File: src/inc/spdlc_pkg.sv
// Package of constants and types for the serializer power-down and lock control
package spdlc_pkg;

   // -----------------------------------------------------------------
   // Register map (byte addresses)
   // -----------------------------------------------------------------
   localparam logic [3:0]  SPDLC_OFS_CTRL   = 4'h0;
   localparam logic [3:0]  SPDLC_OFS_STATUS = 4'h4;
   localparam logic [3:0]  SPDLC_OFS_COUNT  = 4'h8;
   localparam logic [3:0]  SPDLC_OFS_STRAP  = 4'hC;

   // -----------------------------------------------------------------
   // Field positions
   // -----------------------------------------------------------------
   localparam int          SPDLC_CTRL_FORCE_PD_BIT  = 0;
   localparam int          SPDLC_STAT_LOCKED_BIT    = 0;
   localparam int          SPDLC_STAT_PD_BIT        = 1;
   localparam int          SPDLC_STAT_SUPPLY_BIT    = 2;
   localparam int          SPDLC_STAT_MOD_RSVD_BIT  = 3;
   localparam int          SPDLC_STRAP_RANGE_LSB    = 0;
   localparam int          SPDLC_STRAP_MOD_LSB      = 2;

   // -----------------------------------------------------------------
   // Reset values and timing
   // -----------------------------------------------------------------
   localparam logic        SPDLC_CTRL_FORCE_PD_RST  = 1'b0;
   localparam int          SPDLC_PLL_LOCK_CYCLES    = 16385;

   // AXI responses
   localparam logic [1:0]  SPDLC_RESP_OKAY   = 2'h0;
   localparam logic [1:0]  SPDLC_RESP_SLVERR = 2'h2;

   // -----------------------------------------------------------------
   // Strap decodes
   // -----------------------------------------------------------------
   typedef enum logic [1:0] {
      SPDLC_RANGE_3_5   = 2'h0,
      SPDLC_RANGE_5_10  = 2'h1,
      SPDLC_RANGE_10_20 = 2'h2,
      SPDLC_RANGE_20_35 = 2'h3
   } spdlc_range_t;

   typedef enum logic [1:0] {
      SPDLC_MOD_OFF   = 2'h0,
      SPDLC_MOD_SMALL = 2'h1,
      SPDLC_MOD_LARGE = 2'h2,
      SPDLC_MOD_RSVD  = 2'h3
   } spdlc_mod_t;

   // Controls toward the PLL and the LVDS output stage
   typedef struct packed {
      logic         pll_enable;
      logic         term_connect;
      logic         out_hiz;
      logic         out_hold_zero;
      logic         out_drive;
      logic         locked;
      spdlc_range_t pll_range;
      spdlc_mod_t   phase_mod;
   } spdlc_link_ctrl_t;

endpackage : spdlc_pkg

File: src/core/spdlc_top.sv
// Power-down, PLL-lock and strap control of the LVDS serializer, with AXI4-Lite registers
//
// Summary of operation
// - Range strap selects parallel clock band.
// - Modulation strap: off, small, large, reserved.
// - Power-down halts PLL, termination, output high-Z.
// - Release starts PLL lock, reconnects termination.
// - Output undriven until lock reported.
// - While locking, hold differential output zero.
// - Lock after exactly 16385 cycles from release.
// - Missing input supply forces power-down, ignores inputs.
//
// Our own choices: the placing of the registers and register access over AXI4-Lite.
`timescale 1ns/10ps
module spdlc_top
   import spdlc_pkg::*;
#(
   parameter int LOCK_CYCLES = SPDLC_PLL_LOCK_CYCLES
) (
   // Clock and reset
   input  wire  logic                    aclk,
   input  wire  logic                    aresetn,
   // AXI4-Lite write address
   input  wire  logic [3:0]              s_axi_awaddr,
   input  wire  logic                    s_axi_awvalid,
   output       logic                    s_axi_awready,
   // AXI4-Lite write data
   input  wire  logic [31:0]             s_axi_wdata,
   input  wire  logic [3:0]              s_axi_wstrb,
   input  wire  logic                    s_axi_wvalid,
   output       logic                    s_axi_wready,
   // AXI4-Lite write response
   output       logic [1:0]              s_axi_bresp,
   output       logic                    s_axi_bvalid,
   input  wire  logic                    s_axi_bready,
   // AXI4-Lite read address
   input  wire  logic [3:0]              s_axi_araddr,
   input  wire  logic                    s_axi_arvalid,
   output       logic                    s_axi_arready,
   // AXI4-Lite read data
   output       logic [31:0]             s_axi_rdata,
   output       logic [1:0]              s_axi_rresp,
   output       logic                    s_axi_rvalid,
   input  wire  logic                    s_axi_rready,
   // Device pins
   input  wire  logic                    power_down_n,
   input  wire  logic                    input_buffer_supply,
   input  wire  logic                    freq_range_sel_hi,
   input  wire  logic                    freq_range_sel_lo,
   input  wire  logic                    phase_mod_sel_hi,
   input  wire  logic                    phase_mod_sel_lo,
   // PLL and output stage controls
   output       spdlc_pkg::spdlc_link_ctrl_t link_ctrl
);
   import spdlc_pkg::*;

   localparam int CW = $clog2(LOCK_CYCLES + 1);
   localparam logic [CW-1:0] LOCK_LAST = CW'(LOCK_CYCLES);

   // -----------------------------------------------------------------
   // State
   // -----------------------------------------------------------------
   typedef struct packed {
      logic             aw_held;
      logic [3:0]       aw_addr;
      logic             w_held;
      logic [31:0]      w_data;
      logic [3:0]       w_strb;
      logic             awready;
      logic             wready;
      logic             bvalid;
      logic [1:0]       bresp;
      logic             arready;
      logic             rvalid;
      logic [31:0]      rdata;
      logic [1:0]       rresp;
      logic             force_pd;
      logic [CW-1:0]    count;
      logic             supply_ok;
      spdlc_link_ctrl_t link;
   } spdlc_state_t;

   spdlc_state_t state;
   spdlc_state_t next_state;

   always_comb begin
      logic       pd_req;
      logic       wr_go;
      logic [3:0] rd_addr;
      next_state = state;
      pd_req     = 1'b0;
      wr_go      = 1'b0;
      rd_addr    = s_axi_araddr;

      // -----------------------------------------------------------------
      // Power-down, straps and lock counter
      // -----------------------------------------------------------------
      next_state.supply_ok = input_buffer_supply;
      // Supply loss overrides the pin, so a floating pin cannot wake the core
      pd_req = !input_buffer_supply || !power_down_n || state.force_pd;

      // Straps follow the pins only while their buffers are powered
      if (input_buffer_supply) begin
         next_state.link.pll_range = spdlc_range_t'({freq_range_sel_hi, freq_range_sel_lo});
         next_state.link.phase_mod = spdlc_mod_t'({phase_mod_sel_hi, phase_mod_sel_lo});
      end
      // Reserved modulation code leaves edges unshifted
      if (next_state.link.phase_mod == SPDLC_MOD_RSVD) begin
         next_state.link.phase_mod = SPDLC_MOD_OFF;
      end

      if (pd_req) begin
         next_state.count       = '0;
         next_state.link.locked = 1'b0;
      end else if (!state.link.locked) begin
         next_state.count = state.count + CW'(1);
         if (next_state.count == LOCK_LAST) begin
            next_state.link.locked = 1'b1;
         end
      end

      next_state.link.pll_enable    = !pd_req;
      next_state.link.term_connect  = !pd_req;
      next_state.link.out_hiz       = pd_req;
      next_state.link.out_drive     = !pd_req && next_state.link.locked;
      next_state.link.out_hold_zero = !pd_req && !next_state.link.locked;

      // -----------------------------------------------------------------
      // AXI4-Lite write
      // -----------------------------------------------------------------
      if (s_axi_awvalid && state.awready) begin
         next_state.aw_held = 1'b1;
         next_state.aw_addr = s_axi_awaddr;
      end
      if (s_axi_wvalid && state.wready) begin
         next_state.w_held = 1'b1;
         next_state.w_data = s_axi_wdata;
         next_state.w_strb = s_axi_wstrb;
      end
      if (state.bvalid && s_axi_bready) begin
         next_state.bvalid = 1'b0;
      end
      wr_go = state.aw_held && state.w_held && !state.bvalid;
      if (wr_go) begin
         next_state.aw_held = 1'b0;
         next_state.w_held  = 1'b0;
         next_state.bvalid  = 1'b1;
         next_state.bresp   = SPDLC_RESP_OKAY;
         unique case (state.aw_addr)
            SPDLC_OFS_CTRL: begin
               if (state.w_strb[0]) begin
                  next_state.force_pd = state.w_data[SPDLC_CTRL_FORCE_PD_BIT];
               end
            end
            SPDLC_OFS_STATUS, SPDLC_OFS_COUNT, SPDLC_OFS_STRAP: begin
               // Read-only; writes are accepted and dropped
            end
            default: begin
               next_state.bresp = SPDLC_RESP_SLVERR;
            end
         endcase
      end
      next_state.awready = !next_state.aw_held && !next_state.bvalid;
      next_state.wready  = !next_state.w_held && !next_state.bvalid;

      // -----------------------------------------------------------------
      // AXI4-Lite read
      // -----------------------------------------------------------------
      if (state.rvalid && s_axi_rready) begin
         next_state.rvalid = 1'b0;
      end
      if (s_axi_arvalid && state.arready) begin
         next_state.rvalid = 1'b1;
         next_state.rdata  = 32'h0000_0000;
         next_state.rresp  = SPDLC_RESP_OKAY;
         unique case (rd_addr)
            SPDLC_OFS_CTRL: begin
               next_state.rdata[SPDLC_CTRL_FORCE_PD_BIT] = state.force_pd;
            end
            SPDLC_OFS_STATUS: begin
               next_state.rdata[SPDLC_STAT_LOCKED_BIT] = state.link.locked;
               next_state.rdata[SPDLC_STAT_PD_BIT]     = state.link.out_hiz;
               next_state.rdata[SPDLC_STAT_SUPPLY_BIT] = state.supply_ok;
               next_state.rdata[SPDLC_STAT_MOD_RSVD_BIT] =
                  ({phase_mod_sel_hi, phase_mod_sel_lo} == SPDLC_MOD_RSVD) && state.supply_ok;
            end
            SPDLC_OFS_COUNT: begin
               next_state.rdata[CW-1:0] = state.count;
            end
            SPDLC_OFS_STRAP: begin
               next_state.rdata[SPDLC_STRAP_RANGE_LSB +: 2] = state.link.pll_range;
               next_state.rdata[SPDLC_STRAP_MOD_LSB +: 2]   = state.link.phase_mod;
            end
            default: begin
               next_state.rresp = SPDLC_RESP_SLVERR;
            end
         endcase
      end
      next_state.arready = !next_state.rvalid;
   end

   always_ff @(posedge aclk) begin
      if (!aresetn) begin
         state                    <= '0;
         state.force_pd           <= SPDLC_CTRL_FORCE_PD_RST;
         state.link.out_hiz       <= 1'b1;
         state.link.pll_range     <= SPDLC_RANGE_3_5;
         state.link.phase_mod     <= SPDLC_MOD_OFF;
      end else begin
         state <= next_state;
      end
   end

   // -----------------------------------------------------------------
   // Outputs
   // -----------------------------------------------------------------
   assign s_axi_awready = state.awready;
   assign s_axi_wready  = state.wready;
   assign s_axi_bvalid  = state.bvalid;
   assign s_axi_bresp   = state.bresp;
   assign s_axi_arready = state.arready;
   assign s_axi_rvalid  = state.rvalid;
   assign s_axi_rdata   = state.rdata;
   assign s_axi_rresp   = state.rresp;
   assign link_ctrl     = state.link;

endmodule : spdlc_top

File: config.mk
export PLATFORM = sky130hd
export DESIGN_NAME = spdlc_top
export DESIGN_NICKNAME = d
export VERILOG_FILES = /design/src/inc/spdlc_pkg.sv /design/src/core/spdlc_top.sv
export SDC_FILE = /design/constraint.sdc
export NUM_CORES = 1
export LEC_CHECK = 0
export BUFFER_PORTS_ARGS = -buffer_cell sky130_fd_sc_hd__buf_2
export CAP_MARGIN = 25
export CORE_UTILIZATION = 49
export DETAILED_ROUTE_END_ITERATION = 10
export PLACE_DENSITY_LB_ADDON = 0.2
export REMOVE_ABC_BUFFERS = 1
export SLEW_MARGIN = 40
export SYNTH_ARGS = -nofsm -noshare
export SYNTH_HDL_FRONTEND = slang
export SYNTH_SLANG_ARGS = --single-unit
File: constraint.sdc
create_clock -name aclk -period 2.1 [get_ports aclk]
set_input_delay 0.21 -clock aclk [delete_from_list [all_inputs] [get_ports aclk]]
set_output_delay 0.21 -clock aclk [all_outputs]
set_load 0.01 [all_outputs]
==> metrics.txt <==
# TYPE chip_impl_metric gauge
chip_impl_info{name="run_status",value="complete, no violations"} 1
chip_impl_metric{name="critical_path.max_fanout",unit=""} 10
chip_impl_metric{name="fin_skew",unit="ns"} 0.00882
chip_impl_metric{name="leakagePower",unit="uW"} 0.00125
chip_impl_metric{name="vias_in_the_first_global_route",unit=""} 1881
chip_impl_metric{name="post_synth_mux_area_share",unit=""} 0.0369
chip_impl_metric{name="start_util",unit=""} 0.514
chip_impl_metric{name="min_period",unit="ns"} 1.84
chip_impl_metric{name="p_sw_frac",unit=""} 0.236
chip_impl_metric{name="fp.dieArea",unit="sq um"} 6120
chip_impl_metric{name="hold_path_depth",unit=""} 3
chip_impl_metric{name="setup_viol",unit=""} 0
chip_impl_metric{name="dp_hpwl",unit="um"} 3840
chip_impl_metric{name="worstPathArrival",unit="ns"} 2.03
chip_impl_info{name="critical_setup_path_kind",value="reg2reg"} 1
chip_impl_metric{name="route.antenna.remaining_nets",unit=""} 0
chip_impl_metric{name="routed_wire_length_per_instance",unit="um"} 12.6
chip_impl_info{name="capture_point_of_the_worst_reg_to_reg_path",value="link_ctrl[6]"} 1
chip_impl_metric{name="globalRouteTotalUtil",unit=""} 0.183
chip_impl_info{name="worst_hold_path_type",value="in2reg"} 1
chip_impl_metric{name="postCtsSetupRepairBufs",unit=""} 0
chip_impl_info{name="tritoncts_clock_tree",value="yes"} 1
chip_impl_metric{name="num-fill-cells",unit=""} 530
chip_impl_metric{name="max_cap_check_violation_count",unit=""} 0
chip_impl_metric{name="synth-seq-cells",unit=""} 55
chip_impl_metric{name="wirelength",unit="um"} 5140
chip_impl_metric{name="fin_nets",unit=""} 395
chip_impl_info{name="grt_setup_unrepaired",value="false"} 1
chip_impl_metric{name="power.net_switching",unit="uW"} 462
chip_impl_metric{name="core_area",unit="sq um"} 5540
chip_impl_metric{name="grt.overflow.total",unit=""} 0
chip_impl_info{name="synth.most_common_cell",value="sky130_fd_sc_hd__dfxtp_1"} 1
chip_impl_metric{name="timing_worst_slew_pin_value",unit="ns"} 0.573
chip_impl_metric{name="area_delta_synth_final",unit="%"} 4.97
chip_impl_info{name="path_cells",value="and3_1 > a31oi_1 > or3b_4 > a2111oi_4 > a211oi_1"} 1
chip_impl_metric{name="cp.required",unit="ns"} 2.30
chip_impl_metric{name="dpl-instance-area",unit="sq um"} 2870
chip_impl_metric{name="holdBufCountCts",unit=""} 0
chip_impl_metric{name="clock_insertion_delay_worst_skew",unit="ns"} 0.32
chip_impl_metric{name="detail_route.drc_violations",unit=""} 0
chip_impl_metric{name="synth.avg_cell_area",unit="sq um"} 9.09
chip_impl_metric{name="synth_top_area_frac",unit=""} 0.387
chip_impl_metric{name="num_antenna_cells",unit=""} 0
chip_impl_metric{name="total_cts_buffers",unit=""} 5
chip_impl_metric{name="synth_warnings",unit=""} 0
chip_impl_metric{name="drtIter0Drc",unit=""} 97
chip_impl_info{name="synthFlopType",value="sky130_fd_sc_hd__dfxtp_1"} 1
chip_impl_metric{name="grt_max_degree",unit=""} 35
chip_impl_info{name="synth_top_family_by_area",value="simple AND/OR/NAND/NOR gates"} 1
chip_impl_metric{name="post_drt_via_cell_ratio",unit=""} 5.04
chip_impl_metric{name="drive_above_1_share",unit=""} 0.249
chip_impl_metric{name="combinational_power_share",unit=""} 0.078
chip_impl_metric{name="power.clock.fraction",unit=""} 0.367
chip_impl_metric{name="std_cell_rows",unit=""} 27
chip_impl_metric{name="num_clock_sinks",unit=""} 55
chip_impl_metric{name="post-route-worst-setup-slack",unit="ns"} 0.265
chip_impl_metric{name="final_util",unit=""} 0.539
chip_impl_metric{name="path_clk_slew",unit="ns"} 0.10
chip_impl_metric{name="totalNegativeSetupSlack",unit="ns"} 0
chip_impl_metric{name="crit_path_max_incr_delay",unit="ns"} 0.57
chip_impl_metric{name="pwr-share-seq",unit=""} 0.555
chip_impl_info{name="cell_types_with_the_largest_area_share_after_synthesis",value="sky130_fd_sc_hd__dfxtp_1, sky130_fd_sc_hd__buf_4, sky130_fd_sc_hd__nor2b_1"} 1
chip_impl_metric{name="synthAdderAreaFrac",unit=""} 0.00880
chip_impl_info{name="cts-root-buf",value="sky130_fd_sc_hd__clkbuf_8"} 1
chip_impl_info{name="most_frequent_cells_after_synthesis",value="sky130_fd_sc_hd__dfxtp_1, sky130_fd_sc_hd__buf_4, sky130_fd_sc_hd__nand2_1, sky130_fd_sc_hd__nor2_1, sky130_fd_sc_hd__nor2b_1"} 1
chip_impl_info{name="hold_path_startpoint",value="s_axi_awaddr[3]"} 1
chip_impl_metric{name="r2r_slack",unit="ns"} 0.26
chip_impl_metric{name="peakVddDrop",unit="mV"} 0.342
chip_impl_metric{name="synth_cell_types",unit=""} 52
chip_impl_metric{name="synth-xor-area-share",unit=""} 0.0585
chip_impl_metric{name="post_synth_instance_area",unit="sq um"} 2850
chip_impl_info{name="start_kind",value="flip-flop"} 1
chip_impl_metric{name="yosysSeqAreaShare",unit=""} 0.387
chip_impl_metric{name="r2r_cells",unit=""} 5
chip_impl_metric{name="grt_pass1_wl",unit="um"} 8850
chip_impl_metric{name="pin_count",unit=""} 108
chip_impl_metric{name="postLayoutCellArea",unit="sq um"} 2990
chip_impl_info{name="worst_setup_path_end_kind",value="flip-flop"} 1
chip_impl_metric{name="die_x",unit="um"} 78.2
chip_impl_metric{name="clock.fmax",unit="GHz"} 0.545
chip_impl_metric{name="slew-limit-headroom",unit=""} 0.614
chip_impl_metric{name="postSynth.asyncResetShare",unit=""} 0
chip_impl_info{name="holdPathEnd",value="state[108]"} 1
chip_impl_metric{name="die_height",unit="um"} 78.2
chip_impl_metric{name="power-per-cell-area",unit="nW/um^2"} 655
chip_impl_metric{name="yosys.area_share.simple",unit=""} 0.226
chip_impl_metric{name="antenna_found_initial",unit=""} 0
chip_impl_metric{name="gp_congestion",unit=""} 0.807
chip_impl_info{name="reg2reg_launch_point",value="state[13]"} 1
chip_impl_metric{name="cts_max_path_bufs",unit=""} 2
chip_impl_info{name="critPathSlowestCell",value="sky130_fd_sc_hd__dfxtp_1"} 1
chip_impl_metric{name="timing.final.hold_violations",unit=""} 0
chip_impl_metric{name="num_vias",unit=""} 2061
chip_impl_metric{name="firstDrtPassIters",unit=""} 4
chip_impl_metric{name="preCtsSetupSlack",unit="ns"} 0.269
chip_impl_metric{name="number_of_synthesized_flops_with_an_enable_pin",unit=""} 0
chip_impl_metric{name="port_buffer_count",unit=""} 54
chip_impl_metric{name="slew_viol_final",unit=""} 0
chip_impl_metric{name="intPower",unit="uW"} 1490
chip_impl_metric{name="synth_compound_area_frac",unit=""} 0.114
chip_impl_metric{name="final.period_utilization",unit=""} 0.874
chip_impl_metric{name="synthCells",unit=""} 313
chip_impl_metric{name="cts_resized",unit=""} 0
chip_impl_info{name="yosys.area.top_type",value="sky130_fd_sc_hd__dfxtp_1"} 1
chip_impl_info{name="crit_start",value="state[13]"} 1
chip_impl_metric{name="htreeDepth",unit=""} 2
-- layout by cell type, fill, tap and decap left out, types with 8 or more instances in the layout --
cell type	n
sky130_fd_sc_hd__buf_2	54
sky130_fd_sc_hd__nand2_1	23
sky130_fd_sc_hd__conb_1	19
sky130_fd_sc_hd__dfxtp_1	55
sky130_fd_sc_hd__buf_4	8
sky130_fd_sc_hd__a21boi_0	9
sky130_fd_sc_hd__xnor2_1	13
sky130_fd_sc_hd__nor2_1	23
sky130_fd_sc_hd__nor2b_1	20
sky130_fd_sc_hd__a22oi_1	15
sky130_fd_sc_hd__nand3_1	10
-- cell families after synthesis --
group                      count (synthesis)
xor gates and xnor gates                  19
AOI/OAI and AO/OA                         41
DFF                                       55
adders and majority gates                  2
other                                      1
muxes                                      9
and+or+nand+nor                          118
buffers and inverters                     68
-- metrics by stage --
step	hold WS [ns]	std cells	power, uW
after global placement	0.452	401	1260
after floorplan	0.332	267	1190
final	0.152	409	1960
after CTS	0.144	409	1980
after detailed placement	0.458	401	1260
after global routing	0.148	409	2060
-- state kept, by name, indices dropped and copies added, names as in the netlist --
name	cells
s_axi_wready	1
s_axi_arready	1
s_axi_awready	1
s_axi_bresp	1
s_axi_rresp	1
state	25
s_axi_rdata	15
s_axi_rvalid	1
s_axi_bvalid	1
link_ctrl	8
-- per-layer routing --
layer / global-route usage / vias up / wire (um)
met5: 0 / - / 0
met4: 0.0667 / 0 / 85
met3: 0.0419 / 7 / 238
met2: 0.309 / 49 / 2450
met1: 0.227 / 961 / 2370
li1: - / 1044 / -
-- power groups by stage --
stage / logic (uW) / registers, uW / clock network, uW
final: 153 / 1090 / 718
after global routing: 172 / 1090 / 794
after CTS: 154 / 1090 / 742
after detailed placement: 154 / 1110 / 0
after global placement: 152 / 1110 / 0
after floorplan: 72.9 / 1120 / 0
-- how the worst max path moves through the flow --
stage / to / cells after the start / slack [ns]
floorplan: link_ctrl[6] / 6 / 0.27
global placement: link_ctrl[6] / 5 / 0.27
detailed placement: link_ctrl[6] / 5 / 0.27
CTS: link_ctrl[6] / 5 / 0.26
global route: link_ctrl[5] / 5 / 0.09
finish: link_ctrl[6] / 5 / 0.26
-- worst max-delay path, delay by kind of cell, from the launching register on --
| family | cells | cell delay (ns) |
|---|---|---|
| compound gates | 3 | 0.49 |
| flops | 1 | 0.57 |
| simple gates | 2 | 0.66 |
-- area by class of cell --
cell class,count,area (sq um),area share
multi-input cells,208,1330,0.447
flip-flops and latches,55,1100,0.369
repair buffers,62,330,0.111
well taps,72,90.1,0.0302
clock buffers,5,68.8,0.0230
clock inverters,3,47.5,0.0159
inverters,4,15.0,0.00503
(Power assumes the default switching activity.)
